$ cat config.mk
export PLATFORM = sky130hd
export DESIGN_NAME = mrd_decoder
export DESIGN_NICKNAME = d
export VERILOG_FILES = /design/src/common/mrd_pkg.sv /design/src/hdl/mrd_decoder.sv
export SDC_FILE = /design/constraint.sdc
export NUM_CORES = 1
export LEC_CHECK = 0
export BUFFER_PORTS_ARGS = -buffer_cell sky130_fd_sc_hd__buf_2
export CAP_MARGIN = 15
export CORE_MARGIN = 4
export CORE_UTILIZATION = 30
export DETAILED_ROUTE_END_ITERATION = 12
export SYNTH_ARGS = -nofsm -noshare
export SYNTH_HDL_FRONTEND = slang
export SYNTH_SLANG_ARGS = --single-unit
$ cat constraint.sdc
create_clock -name sys_clk -period 2.55 [get_ports sys_clk]
set_input_delay 0 -clock sys_clk [delete_from_list [all_inputs] [get_ports sys_clk]]
set_output_delay 0 -clock sys_clk [all_outputs]
set_load 0.05 [all_outputs]
$ cat src/common/mrd_pkg.sv
// Constants and types shared by the memory remap and abort decoder.
package mrd_pkg;

   // Address map boundaries.
   localparam logic [31:0] WIN_MASK = 32'h0000_003f;
   localparam logic [31:0] RSV0_LAST = 32'h3fff_ffff;
   localparam logic [31:0] SRAM_BASE = 32'h4000_0000;
   localparam logic [31:0] BOOT_BASE = 32'h7fff_e000;
   localparam logic [31:0] EXT_BASE = 32'h8000_0000;
   localparam logic [31:0] EXT_LAST = 32'h83ff_ffff;
   localparam logic [31:0] APB_BASE = 32'he000_0000;
   localparam logic [31:0] APB_LAST = 32'he01f_ffff;
   localparam logic [31:0] AHB_BASE = 32'hffe0_0000;
   localparam int SLOT_LSB = 14;
   localparam int SLOT_W = 7;
   localparam int BANK_LSB = 24;

   // Register byte offsets on the configuration bus.
   localparam logic [4:0] OFF_BANK0 = 5'h00;
   localparam logic [4:0] OFF_BANK3 = 5'h0c;
   localparam logic [4:0] OFF_MAP = 5'h10;
   localparam logic [4:0] OFF_STAT = 5'h14;

   // Bank configuration fields.
   localparam int F_IDCY = 0;
   localparam int F_WST1 = 5;
   localparam int F_RBLE = 10;
   localparam int F_WST2 = 11;
   localparam int F_PVIOL = 25;
   localparam int F_WP = 26;
   localparam int F_BM = 27;
   localparam int F_MW = 28;
   localparam logic [31:0] BCFG_WMASK = 32'h3c00_ffef;
   localparam logic [31:0] BCFG_RST0 = 32'h0000_fbef;
   localparam logic [31:0] BCFG_RST1 = 32'h2000_fbef;
   localparam logic [31:0] BCFG_RST2 = 32'h1000_fbef;
   localparam logic [31:0] BCFG_RST3 = 32'h0000_fbef;

   // Mapping mode codes and bank widths.
   localparam logic [1:0] MODE_BOOT = 2'h0;
   localparam logic [1:0] MODE_RAM = 2'h1;
   localparam logic [1:0] MODE_EXT = 2'h2;
   localparam logic [1:0] MW_8 = 2'h0;
   localparam logic [1:0] MW_16 = 2'h1;

   // Access sizes.
   localparam logic [1:0] SZ_BYTE = 2'h0;
   localparam logic [1:0] SZ_HALF = 2'h1;

   typedef enum logic [2:0] {
      RGN_NONE, RGN_BOOT, RGN_SRAM, RGN_EXT, RGN_APB, RGN_AHB
   } mrd_region_t;

   typedef enum {
      ST_IDLE, ST_DECODE, ST_TURN, ST_LAUNCH, ST_STROBE, ST_HOLD, ST_DONE
   } mrd_state_t;

endpackage

$ cat src/hdl/mrd_decoder.sv
// Memory remap, abort decoder and external bank controller.
// Operation
// - Lowest 64 bytes are remapped to the source of the active mode.
// - Any reset selects boot loader mapping.
// - User RAM mode serves the low window from SRAM start.
// - User external mode serves the low window from external memory start.
// - Remapped regions stay reachable at their native addresses.
// - Boot block sits at top of on-chip space; other memory is fixed.
// - Addresses above the window up to the first gigabyte abort.
// - The gap between SRAM end and boot block aborts.
// - Range above external banks below peripherals aborts.
// - Reserved and unassigned peripheral slots abort.
// - Data accesses raise data abort, fetches raise prefetch abort.
// - Any fetch from either peripheral area raises prefetch abort.
// - Undefined offsets inside an assigned slot do not abort.
// - External controller serves four banks of up to 16 MB.
// - Bank chosen by address bits 25:24; 24 address bits driven out.
// - Banks occupy consecutive 16 MB ranges from the external base.
// - Each bank is 8, 16 or 32 bits wide.
// - Programmable turnaround idle cycles between accesses.
// - Programmable read and write wait states; burst reads use the write wait states.
// - Write protect, burst mode and read lane control per bank.
// - Bank zero boot width taken from boot select pins at reset.
// - Active-low chip selects, output enable, write enable, lane selects.
// - Write to protected bank sets sticky flag, cleared by writing one.
module mrd_decoder
   import mrd_pkg::*;
#(
   parameter int unsigned SRAM_BYTES = 16384,
   parameter logic [127:0] APB_SLOTS = 128'h8000_0000_0000_0000_0000_0000_0080_3fbf,
   parameter logic [127:0] AHB_SLOTS = 128'h8000_0000_0000_0000_0000_0000_0000_0001
) (
   input wire logic sys_clk,
   input wire logic srst,
   input wire logic [4:0] avs_address,
   input wire logic avs_read,
   input wire logic avs_write,
   input wire logic [31:0] avs_writedata,
   input wire logic [3:0] avs_byteenable,
   output logic [31:0] avs_readdata,
   output logic avs_waitrequest,
   input wire logic cpu_req,
   input wire logic [31:0] cpu_addr,
   input wire logic cpu_fetch,
   input wire logic cpu_write,
   input wire logic [1:0] cpu_size,
   input wire logic [31:0] cpu_wdata,
   output logic cpu_ack,
   output logic [31:0] cpu_rdata,
   output mrd_pkg::mrd_region_t rsp_region,
   output logic [31:0] rsp_addr,
   output logic data_abort,
   output logic prefetch_abort,
   input wire logic boot_strap_pin,
   input wire logic [1:0] boot_select_pins,
   output logic [23:0] ext_addr,
   output logic [3:0] ext_cs_n,
   output logic ext_oe_n,
   output logic ext_we_n,
   output logic [3:0] lane_selects_n,
   output logic [31:0] ext_data_o,
   output logic ext_data_oe,
   input wire logic [31:0] ext_data_i
);
   import mrd_pkg::*;

   localparam logic [31:0] SRAM_END = SRAM_BASE + 32'(SRAM_BYTES);

   logic [31:0] bcfg_q [4];
   logic [3:0] protect_violation_flag_q;
   logic [1:0] mode_q;
   logic wait_q;
   logic [31:0] rdata_q;
   logic [2:0] strap_s1, strap_s2, strap_s3;
   logic [2:0] strap_stable_q;
   logic [2:0] strap_cap_q;
   logic capture_q;
   mrd_state_t st_q;
   logic [31:0] addr_q;
   logic fetch_q, write_q;
   logic [1:0] size_q;
   logic [31:0] wdata_q;
   logic [5:0] cnt_q;
   logic burst_q;
   logic wp_hit_q;
   logic [1:0] wp_bank_q;
   logic last_valid_q, last_write_q;
   logic [1:0] last_bank_q;
   logic [31:0] last_addr_q;
   logic ack_q, dab_q, pab_q;
   logic [31:0] crdata_q, raddr_q;
   mrd_region_t rgn_q;
   logic [23:0] eaddr_q;
   logic [3:0] cs_n_q, lanes_n_q;
   logic oe_n_q, we_n_q, doe_q;
   logic [31:0] dout_q;

   mrd_region_t dec_region;
   logic [31:0] dec_addr;
   logic dec_abort;
   logic [1:0] bank;
   logic [31:0] cfg;
   logic [3:0] lane_mask;
   logic [1:0] shift;
   logic need_turn, is_burst;

   // Remap window decode and abort map.
   always_comb begin
      dec_region = RGN_NONE;
      dec_addr = addr_q;
      if ((addr_q & ~WIN_MASK) == 32'h0000_0000) begin
         case (mode_q)
            MODE_RAM: begin
               dec_region = RGN_SRAM;
               dec_addr = SRAM_BASE | (addr_q & WIN_MASK);
            end
            MODE_EXT: begin
               dec_region = RGN_EXT;
               dec_addr = EXT_BASE | (addr_q & WIN_MASK);
            end
            default: begin
               dec_region = RGN_BOOT;
               dec_addr = BOOT_BASE | (addr_q & WIN_MASK);
            end
         endcase
      end else if (addr_q <= RSV0_LAST) begin
         dec_region = RGN_NONE;
      end else if (addr_q < SRAM_END) begin
         dec_region = RGN_SRAM;
      end else if (addr_q < BOOT_BASE) begin
         dec_region = RGN_NONE;
      end else if (addr_q < EXT_BASE) begin
         dec_region = RGN_BOOT;
      end else if (addr_q <= EXT_LAST) begin
         dec_region = RGN_EXT;
      end else if (addr_q < APB_BASE) begin
         dec_region = RGN_NONE;
      end else if (addr_q <= APB_LAST) begin
         if (APB_SLOTS[addr_q[SLOT_LSB +: SLOT_W]]) begin
            dec_region = RGN_APB;
         end
      end else if (addr_q >= AHB_BASE) begin
         if (AHB_SLOTS[addr_q[SLOT_LSB +: SLOT_W]]) begin
            dec_region = RGN_AHB;
         end
      end
      dec_abort = (dec_region == RGN_NONE) ||
                  (fetch_q && (dec_region == RGN_APB || dec_region == RGN_AHB));
   end

   // External access helpers for the current bank.
   always_comb begin
      bank = dec_addr[BANK_LSB +: 2];
      cfg = bcfg_q[bank];
      case (size_q)
         SZ_BYTE: lane_mask = 4'h1 << addr_q[1:0];
         SZ_HALF: lane_mask = addr_q[1] ? 4'hc : 4'h3;
         default: lane_mask = 4'hf;
      endcase
      case (cfg[F_MW +: 2])
         MW_8: shift = 2'h0;
         MW_16: shift = 2'h1;
         default: shift = 2'h2;
      endcase
      // Turnaround on bank or direction change.
      need_turn = last_valid_q && (bank != last_bank_q || write_q != last_write_q);
      is_burst = cfg[F_BM] && !write_q && last_valid_q && !last_write_q &&
                 bank == last_bank_q && dec_addr[31:4] == last_addr_q[31:4] &&
                 dec_addr[3:2] == last_addr_q[3:2] + 2'h1;
   end

   // Strap pins pass three flops; a value counts once stages two and three agree.
   always_ff @(posedge sys_clk) begin
      strap_s1 <= {boot_strap_pin, boot_select_pins};
      strap_s2 <= strap_s1;
      strap_s3 <= strap_s2;
      if (strap_s2 == strap_s3) begin
         strap_stable_q <= strap_s3;
      end
   end

   // Straps are caught on the first edge after reset release, never under reset.
   always_ff @(posedge sys_clk) begin
      if (srst) begin
         capture_q <= 1'b1;
         strap_cap_q <= 3'h0;
      end else if (capture_q) begin
         capture_q <= 1'b0;
         strap_cap_q <= strap_stable_q;
      end
   end

   // Bus slave answers one cycle after a request; waitrequest idles high.
   always_ff @(posedge sys_clk) begin
      if (srst) begin
         wait_q <= 1'b1;
         rdata_q <= 32'h0000_0000;
      end else begin
         wait_q <= !((avs_read || avs_write) && wait_q);
         if (avs_read && wait_q) begin
            rdata_q <= 32'h0000_0000;
            if (avs_address <= OFF_BANK3) begin
               rdata_q <= (bcfg_q[avs_address[3:2]] & BCFG_WMASK) |
                          (32'(protect_violation_flag_q[avs_address[3:2]]) << F_PVIOL);
            end else if (avs_address[4:2] == OFF_MAP[4:2]) begin
               rdata_q <= 32'(mode_q);
            end else if (avs_address[4:2] == OFF_STAT[4:2]) begin
               rdata_q <= 32'(strap_cap_q);
            end
         end
      end
   end

   // Bank configuration and mapping mode registers.
   always_ff @(posedge sys_clk) begin
      if (srst) begin
         bcfg_q[0] <= BCFG_RST0;
         bcfg_q[1] <= BCFG_RST1;
         bcfg_q[2] <= BCFG_RST2;
         bcfg_q[3] <= BCFG_RST3;
         mode_q <= MODE_BOOT;
      end else begin
         // Bank zero width from boot pins.
         if (capture_q) begin
            bcfg_q[0][F_MW +: 2] <= strap_stable_q[1:0];
         end
         if (avs_write && !wait_q) begin
            if (avs_address <= OFF_BANK3) begin
               for (int b = 0; b < 4; b++) begin
                  if (avs_byteenable[b]) begin
                     bcfg_q[avs_address[3:2]][b*8 +: 8] <=
                        avs_writedata[b*8 +: 8] & BCFG_WMASK[b*8 +: 8];
                  end
               end
            end else if (avs_address[4:2] == OFF_MAP[4:2] && avs_byteenable[0] &&
                         avs_writedata[1:0] != 2'h3) begin
               mode_q <= avs_writedata[1:0];
            end
         end
      end
   end

   // Protect violation flags; a new violation wins over a clear in the same cycle.
   always_ff @(posedge sys_clk) begin
      if (srst) begin
         protect_violation_flag_q <= 4'h0;
      end else begin
         for (int i = 0; i < 4; i++) begin
            if (wp_hit_q && wp_bank_q == 2'(i)) begin
               protect_violation_flag_q[i] <= 1'b1;
            end else if (avs_write && !wait_q && avs_address[4:2] == 3'(i) &&
                         avs_byteenable[3] && avs_writedata[F_PVIOL]) begin
               protect_violation_flag_q[i] <= 1'b0;
            end
         end
      end
   end

   // Access sequencer for the processor port and the external bus.
   always_ff @(posedge sys_clk) begin
      if (srst) begin
         st_q <= ST_IDLE;
         addr_q <= 32'h0000_0000;
         fetch_q <= 1'b0;
         write_q <= 1'b0;
         size_q <= 2'h0;
         wdata_q <= 32'h0000_0000;
         cnt_q <= 6'h00;
         burst_q <= 1'b0;
         wp_hit_q <= 1'b0;
         wp_bank_q <= 2'h0;
         last_valid_q <= 1'b0;
         last_write_q <= 1'b0;
         last_bank_q <= 2'h0;
         last_addr_q <= 32'h0000_0000;
         ack_q <= 1'b0;
         dab_q <= 1'b0;
         pab_q <= 1'b0;
         crdata_q <= 32'h0000_0000;
         raddr_q <= 32'h0000_0000;
         rgn_q <= RGN_NONE;
         eaddr_q <= 24'h00_0000;
         cs_n_q <= 4'hf;
         lanes_n_q <= 4'hf;
         oe_n_q <= 1'b1;
         we_n_q <= 1'b1;
         doe_q <= 1'b0;
         dout_q <= 32'h0000_0000;
      end else begin
         ack_q <= 1'b0;
         wp_hit_q <= 1'b0;
         case (st_q)
            ST_IDLE: begin
               if (cpu_req && !ack_q) begin
                  addr_q <= cpu_addr;
                  fetch_q <= cpu_fetch;
                  write_q <= cpu_write && !cpu_fetch;
                  size_q <= cpu_size;
                  wdata_q <= cpu_wdata;
                  dab_q <= 1'b0;
                  pab_q <= 1'b0;
                  st_q <= ST_DECODE;
               end
            end
            ST_DECODE: begin
               rgn_q <= dec_region;
               raddr_q <= dec_addr;
               dab_q <= dec_abort && !fetch_q;
               pab_q <= dec_abort && fetch_q;
               burst_q <= is_burst;
               if (dec_abort || dec_region != RGN_EXT) begin
                  st_q <= ST_DONE;
               end else if (write_q && cfg[F_WP]) begin
                  wp_hit_q <= 1'b1;
                  wp_bank_q <= bank;
                  st_q <= ST_DONE;
               end else if (need_turn) begin
                  cnt_q <= 6'(cfg[F_IDCY +: 4]);
                  st_q <= ST_TURN;
               end else begin
                  st_q <= ST_LAUNCH;
               end
            end
            ST_TURN: begin
               if (cnt_q == 6'h00) begin
                  st_q <= ST_LAUNCH;
               end else begin
                  cnt_q <= cnt_q - 6'h01;
               end
            end
            ST_LAUNCH: begin
               eaddr_q <= raddr_q[BANK_LSB-1:0] >> shift;
               st_q <= ST_STROBE;
               if (write_q) begin
                  dout_q <= wdata_q;
                  doe_q <= 1'b1;
                  cnt_q <= 6'(cfg[F_WST2 +: 5]);
               end else begin
                  cs_n_q <= ~(4'h1 << bank);
                  oe_n_q <= 1'b0;
                  lanes_n_q <= cfg[F_RBLE] ? ~lane_mask : 4'hf;
                  cnt_q <= burst_q ? 6'(cfg[F_WST2 +: 5]) : 6'(cfg[F_WST1 +: 5]) + 6'h02;
               end
            end
            ST_STROBE: begin
               if (write_q) begin
                  cs_n_q <= ~(4'h1 << bank);
                  we_n_q <= 1'b0;
                  lanes_n_q <= ~lane_mask;
               end
               if (cnt_q == 6'h00) begin
                  if (write_q) begin
                     st_q <= ST_HOLD;
                  end else begin
                     crdata_q <= ext_data_i;
                     cs_n_q <= 4'hf;
                     oe_n_q <= 1'b1;
                     lanes_n_q <= 4'hf;
                     st_q <= ST_DONE;
                  end
                  last_valid_q <= 1'b1;
                  last_write_q <= write_q;
                  last_bank_q <= bank;
                  last_addr_q <= raddr_q;
               end else begin
                  cnt_q <= cnt_q - 6'h01;
               end
            end
            ST_HOLD: begin
               we_n_q <= 1'b1;
               lanes_n_q <= 4'hf;
               st_q <= ST_DONE;
            end
            ST_DONE: begin
               // Chip select and data drive end a cycle after write enable, so data is held.
               cs_n_q <= 4'hf;
               doe_q <= 1'b0;
               ack_q <= 1'b1;
               st_q <= ST_IDLE;
            end
            default: begin
               st_q <= ST_IDLE;
            end
         endcase
      end
   end

   assign avs_waitrequest = wait_q;
   assign avs_readdata = rdata_q;
   assign cpu_ack = ack_q;
   assign cpu_rdata = crdata_q;
   assign rsp_region = rgn_q;
   assign rsp_addr = raddr_q;
   assign data_abort = dab_q;
   assign prefetch_abort = pab_q;
   assign ext_addr = eaddr_q;
   assign ext_cs_n = cs_n_q;
   assign ext_oe_n = oe_n_q;
   assign ext_we_n = we_n_q;
   assign lane_selects_n = lanes_n_q;
   assign ext_data_o = dout_q;
   assign ext_data_oe = doe_q;

   // A write in the same cycle as reset release is lost, so check the next cycle only.
   reset_map_a: assert property (@(posedge sys_clk) srst |=> mode_q == MODE_BOOT)
      else $error("mapping mode not boot after reset");

   ram_window_a: assert property (@(posedge sys_clk) disable iff (srst)
      st_q == ST_DECODE && (addr_q & ~WIN_MASK) == 32'h0 && mode_q == MODE_RAM
      |=> rsp_addr == (SRAM_BASE | (addr_q & WIN_MASK)) && rsp_region == RGN_SRAM)
      else $error("low window not served from sram");

   low_reserved_a: assert property (@(posedge sys_clk) disable iff (srst)
      st_q == ST_DECODE && addr_q > WIN_MASK && addr_q <= RSV0_LAST && !fetch_q
      |=> data_abort ##1 cpu_ack && data_abort)
      else $error("reserved low range did not abort");

   fetch_periph_a: assert property (@(posedge sys_clk) disable iff (srst)
      st_q == ST_DECODE && fetch_q && addr_q >= APB_BASE
      |=> prefetch_abort && !data_abort && $stable(ext_cs_n))
      else $error("peripheral fetch missed prefetch abort");

   cs_single_a: assert property (@(posedge sys_clk) disable iff (srst)
      ext_cs_n != 4'hf |-> $onehot0(~ext_cs_n) && (st_q == ST_STROBE || st_q == ST_HOLD
      || st_q == ST_DONE))
      else $error("chip selects not one-hot or active outside access");

   wp_block_a: assert property (@(posedge sys_clk) disable iff (srst)
      st_q == ST_DECODE && write_q && !dec_abort && dec_region == RGN_EXT && cfg[F_WP]
      |=> (ext_we_n && ext_cs_n == 4'hf) [*2] ##0 protect_violation_flag_q[wp_bank_q])
      else $error("protected bank was written or flag not set");

   turn_idle_a: assert property (@(posedge sys_clk) disable iff (srst)
      st_q == ST_TURN |-> ext_cs_n == 4'hf && ext_oe_n && ext_we_n)
      else $error("bus active during turnaround");

   bus_answer_a: assert property (@(posedge sys_clk) disable iff (srst)
      (avs_read || avs_write) && avs_waitrequest |=> !avs_waitrequest ##1 avs_waitrequest)
      else $error("bus slave did not answer in one cycle");

endmodule

==> results of run 1 <==
power breakdown:
group	switching (mW)	total, mW	internal, mW
Clock	2.54	6.36	3.82
Sequential	0.584	7.28	6.69
Combinational	5.13	8.11	2.98
flip-flops by register name, summed over array words and instances, names as in the netlist, 24 cells and up, named ones only:
name and cells:
rsp_addr 32, addr_q 32, ext_addr 24, cpu_rdata 32, ext_data_o 32, bcfg_q 76
last_addr_q 30, wdata_q 32
final timing paths:
path,end,cells after the start,from,slack (ns)
setup / recovery,ext_addr[6],9,addr_q[18],-0.009
hold / removal,strap_s1[0],2,boot_select_pins[0],0.07
setup reg to reg,ext_addr[6],9,addr_q[18],-0.009
hold reg to reg,strap_s2[1],0,strap_s1[1],0.33
cell usage in the layout, fill, tap and decap left out, drive strengths merged, types with 6 or more instances in the layout:
master / instances
o22ai: 11
clkbuf: 67
dfxtp: 294
o221ai: 13
nand2: 440
mux4: 20
nor2b: 12
nor4: 13
a22oi: 18
dlygate4sd3: 134
xor2: 17
nor2: 100
nand3: 21
a221o: 6
xnor2: 11
a21oi: 232
a211oi: 14
o22a: 8
mux2: 13
mux2i: 29
and2: 15
nand4: 15
edfxtp: 79
conb: 12
clkinv: 7
inv: 14
buf: 415
o211ai: 6
a22o: 30
o21a: 16
nor3: 27
or2: 48
nand2b: 9
o21ai: 63
per-stage QoR:
step / area [um2] / total power [mW] / setup TNS, ns
2_1_floorplan: 16100 / 12.1 / 0
3_3_place_gp: 18900 / 14.6 / -1.19
3_5_place_dp: 18900 / 14.7 / -2.39
4_1_cts: 21700 / 21.3 / -0.0580
5_1_grt: 22100 / 22.8 / -2.04
6_report: 22100 / 21.7 / -0.00860
critical path, cell delays in order, from the launching register on:
cell and delay (ns):
dfxtp_1 0.34, nor4_4 0.36, nand4_2 0.20, o31ai_4 0.34
o21a_4 0.24, o221a_4 0.30, clkbuf_16 0.21, mux2i_1 0.21
o21ai_1 0.08, a22o_1 0.17
what timing repair did:
action	CTS	global route
hold buffers	134	0
resized for setup	9	47
pin swaps	2	16
buffers inserted	0	7
endpoints found under the hold margin	228	0
endpoints found under the setup margin	34	38
cloned	0	3
logic make-up (layout without fill, tap and decap cells):
kind of cell | after synthesis | count (layout) | synth area share
buffers and inverters | 140 | 642 | 0.0389
other | 1 | 15 | 0.000233
muxes | 62 | 62 | 0.0551
xor gates and xnor gates | 28 | 28 | 0.0152
AOI/OAI and AO/OA | 452 | 452 | 0.173
and+or+nand+nor | 726 | 726 | 0.201
adders and majority gates | 4 | 4 | 0.00311
DFF | 373 | 373 | 0.513
routing by layer:
layer	GRT usage	share of wire
met5	0	0.00046
met4	0.0865	0.045
met3	0.0358	0.073
met2	0.304	0.47
met1	0.238	0.41
area by class of cell:
| class | instances | area [um2] | share of cell area |
|---|---|---|---|
| sequential | 373 | 8260 | 0.374 |
| clock inverter | 13 | 194 | 0.00879 |
| tap | 688 | 861 | 0.0390 |
| antenna | 3 | 7.51 | 0.000340 |
| inverter | 13 | 48.8 | 0.00221 |
| clock buffer | 63 | 1250 | 0.0568 |
| timing repair buffer | 553 | 3930 | 0.178 |
| multi-input combinational | 1284 | 7510 | 0.340 |
==> results.toml, run 1 <==
[timing]
setup-violations-final = 1
fmaxAchievable_mhz = 391
layout_setup_ws_ns = -0.00860
skew_ns = 0.0324
post-route-period-util = 1.00
max-slew-margin-rel = 0.193
rsz0062_at_grt = "true"
worst_pin_slew_ns = 1.21
slew_viol_final = 0
hold_violations = 0
whs_ns = 0.0677
layout_min_cycle_time_ns = 2.56

[clocking]
clk_pin_slew_ns = 0.06
cts_root_buffer = "clkbuf_16"
cts_buffer_depth = 3
htree_num_levels = 2
cts_tree = "yes"
clk_latency_ns = 0.58
numClockSinks = 373
numCtsBuffers = 43

[routing]
wl_mm = 56.1
via_count = 15313
drt_first_pass_iters = 5
drc_errors = 0
routedWlPerCell_um = 18.8
antenna_left = 0
drtIter0Drc = 1204
via_per_inst = 5.12

[synth]
synth_top_area_cell = "dfxtp_1"
synthArstFlopShare = 0
synth_edf_count = 79
synthTopCellsByArea = "dfxtp_1 (37%), edfxtp_1 (15%), nand2_1 (10%), a21oi_1 (7.2%), mux4_2 (2.8%)"
synth_area_um2 = 16100
syn_inst = 1786
synthFlopType = "dfxtp_1"
yosys.cell_count.top_type = "nand2_1"
avgSynthCellArea_um2 = 9.01
synth_seq_area_share = 0.513
yosysWarnings = 0
yosys_register_bits = 373
ys_types = 80
ys_top_cells_by_count = "nand2_1 (440), dfxtp_1 (294), a21oi_1 (232), nor2_1 (100), clkbuf_1 (86)"
synth.top_cell.area_share = 0.366

[status]
violations = "negative setup slack"
status = "finished with violations"

[finish]
fin_util = 0.417
instances_no_fill = 2990
drive_gt1_frac = 0.273
nFillCells = 5116
areaGrowthSynthToFinish_pct = 37.1
nNetsFinal = 2421

[power_and_ir_drop]
p_leak_nw = 8.45
ir_drop_uv = 629
powerDensity_nw_per_um2 = 986

[setup_path]
endpoint_kind = "flop"
critical_path_class = "flop to flop"
crit_arrival_ns = 3.01
startpoint_type = "flop"
cp.required_ns = 3.01
cp_max_fo = 12

[place]
numPortBuffers = 293
hpwl_mm = 39.5
dp_slack_ns = -0.125
dp.cells = 2767
gp_congestion = 0.913

[die]
num_io_pins = 319
dieHeight_um = 240
fp.dieW_um = 240
fp.dieArea_um2 = 57400
fp.coreArea_um2 = 52900
fp-row-count = 84
start_util = 0.305

[global_route]
antenna_found_initial = 3
track_usage = 0.186
grt_max_degree = 84
grt_pass1_wl_mm = 84.8
grt_pass1_vias = 14873
overflow = 0

[job]
drv_cap = 0

[worst_hold_path]
min_path_type = "primary input to flop"
(Power assumes the default switching activity.)
==> run 2, diff against run 1 <==
ABC_AREA = 1   (was not set)
CORE_UTILIZATION = 50   (was 30)
PLACE_DENSITY = 0.76   (was not set)
REMOVE_ABC_BUFFERS = 1   (was not set)
==> results.toml, run 2 <==
[synth]
synthTopCellsByArea = "dfxtp_1 (37%), edfxtp_1 (15%), nand2_1 (7.6%), o21ai_0 (6.5%), a21oi_1 (5.9%)"
ys_types = 59
ys_top_cells_by_count = "nand2_1 (327), dfxtp_1 (294), inv_1 (236), nor2_1 (232), o21ai_0 (209)"
synth_edf_count = 79
synth.top_cell.area_share = 0.365
yosysWarnings = 0
syn_inst = 2034
synth_area_um2 = 16100
synthArstFlopShare = 0
synth_seq_area_share = 0.513
synthFlopType = "dfxtp_1"
synth_top_area_cell = "dfxtp_1"
yosys.cell_count.top_type = "nand2_1"
avgSynthCellArea_um2 = 7.92
yosys_register_bits = 373

[routing]
via_per_inst = 5.53
via_count = 15893
drc_errors = 0
wl_mm = 49.8
drt_first_pass_iters = 5
antenna_left = 0
drtIter0Drc = 1438
routedWlPerCell_um = 17.3

[clocking]
numCtsBuffers = 38
numClockSinks = 373
clk_pin_slew_ns = 0.06
cts_tree = "yes"
clk_latency_ns = 0.53
cts_root_buffer = "clkbuf_16"
htree_num_levels = 2
cts_setup_buffers = 0
cts_buffer_depth = 3

[finish]
diodes = 0
drive_gt1_frac = 0.179
layout_common_cells = "nand2_1 (325), dfxtp_1 (294), buf_2 (292), inv_1 (235), nor2_1 (229)"
nNetsFinal = 2597
regMostFlops = "bcfg_q"
areaGrowthSynthToFinish_pct = 27.8
largest_reg_flops = 76
instances_no_fill = 2873
fin_util = 0.651
final_common_cell = "nand2_1"

[global_route]
overflow = 0
grt_pass1_vias = 15482
antenna_found_initial = 0
grt_max_degree = 76
track_usage = 0.271
grt_pass1_wl_mm = 79.4

[setup_path]
r2r_cells = 12
crit_top_cell = "nand2_1"
slowest_delay_ns = 0.43
cp.required_ns = 2.93
endpoint_kind = "flop"
worstPathCellList = "nor2_2 -> nand2_1 -> nor3_4 -> nand3_4 -> nand3_2 -> inv_2 -> nand2_1 -> nand3_1 -> inv_2 -> nand2_1 -> o211ai_1 -> a31oi_1"
critical_path_class = "flop to flop"
path_buf_inv = 2
path_delay_family = "simple AND/OR/NAND/NOR gates"
cp_max_fo = 25
startpoint_type = "flop"
crit_slowest_cell = "inv_2"
crit_arrival_ns = 2.81
crit_cells = 12

[power_and_ir_drop]
ir_drop_uv = 502
pwr-share-comb = 0.354
finalPower_mw = 20.1
internal_power_mw = 12.0
powerDensity_nw_per_um2 = 975
clkPwrFrac = 0.264
p_switching_mw = 8.02
seqPwrFrac = 0.382
p_leak_nw = 8.76
sw_frac_of_total = 0.400

[die]
fp.dieArea_um2 = 35200
dieHeight_um = 188
fp.coreArea_um2 = 31600
num_io_pins = 319
start_util = 0.509
fp-row-count = 65
fp.dieW_um = 188

[timing]
hold_violations = 0
skew_ns = 0.0178
whs_ns = 0.0224
fin_tns_setup_ns = 0
layout_min_cycle_time_ns = 2.42
worst_pin_slew_ns = 0.793
rsz0062_at_grt = "true"
fmaxAchievable_mhz = 412
slew_viol_final = 0
setup-violations-final = 0
max-slew-margin-rel = 0.471
post-route-period-util = 0.951

[place]
numPortBuffers = 293
gp_congestion = 0.940
hpwl_mm = 33.7
dp.cells = 2673

[worst_hold_path]
holdPathStages = 4
min_path_type = "primary input to flop"

[job]
drv_cap = 0

[status]
status = "finished clean"
run 2: cell families (layout without fill, tap and decap cells):
kind of cell / count (synthesis) / after routing / share of synthesized area
and+or+nand+nor: 707 / 707 / 0.183
AOI/OAI and AO/OA: 560 / 560 / 0.198
DFF: 373 / 373 / 0.513
buffers and inverters: 368 / 794 / 0.0912
xor gates and xnor gates: 21 / 21 / 0.0114
adders and majority gates: 4 / 4 / 0.00311
other: 1 / 12 / 0.000233
run 2: what timing repair did:
item,in CTS,in global routing
endpoints found under the setup margin,0,37
hold endpoints to repair,206,0
hold buffers,133,0
gates resized for setup,0,5
run 2: metrics by stage:
stage	worst slack, ns	instance area (um2)
6_report	0.125	20600
5_1_grt	-0.00700	20600
4_1_cts	0.0350	20600
3_5_place_dp	0.109	18100
3_3_place_gp	0.198	18100
2_1_floorplan	-1.75	15600
run 2: worst register-to-register path: stages (launching register included):
cell,delay [ns]
dfxtp_1,0.37
nor2_2,0.15
nand2_1,0.11
nor3_4,0.26
nand3_4,0.14
nand3_2,0.10
inv_2,0.08
nand2_1,0.07
nand3_1,0.21
inv_2,0.43
nand2_1,0.11
o211ai_1,0.13
a31oi_1,0.12
run 2: final timing paths:
kind / start / endpoint / slack, ns
setup / recovery: addr_q[28] / ext_addr[1] / 0.13
hold reg to reg: strap_s1[1] / strap_s2[1] / 0.33
setup reg to reg: addr_q[28] / ext_addr[1] / 0.13
hold / removal: avs_writedata[25] / protect_violation_flag_q[0] / 0.02
run 2: layer usage:
layer  GRT usage  vias up  share of wire
met3      0.0493      165          0.087
met5           0        -              0
met2       0.453      814           0.47
met4       0.111        0          0.042
li1            -     7587              -
met1       0.350     7327           0.40
run 2: power by group through the flow:
| stage | sequential (mW) | combinational (mW) | clock [mW] |
|---|---|---|---|
| detailed placement | 7.74 | 6.76 | 0 |
| global route | 7.75 | 7.73 | 5.61 |
| global placement | 7.71 | 6.65 | 0 |
| floorplan | 8.91 | 3.41 | 0 |
| CTS | 7.63 | 6.97 | 5.37 |
| finish | 7.66 | 7.10 | 5.31 |
run 2: cell type report:
cell class / count / area [um2]
Fill cell: 2568 / 11000
Sequential cell: 373 / 8260
Multi-Input combinational cell: 1304 / 6480
Timing Repair Buffer: 478 / 3240
Clock buffer: 60 / 1120
Inverter: 249 / 940
Tap cell: 402 / 503
Clock inverter: 7 / 53.8
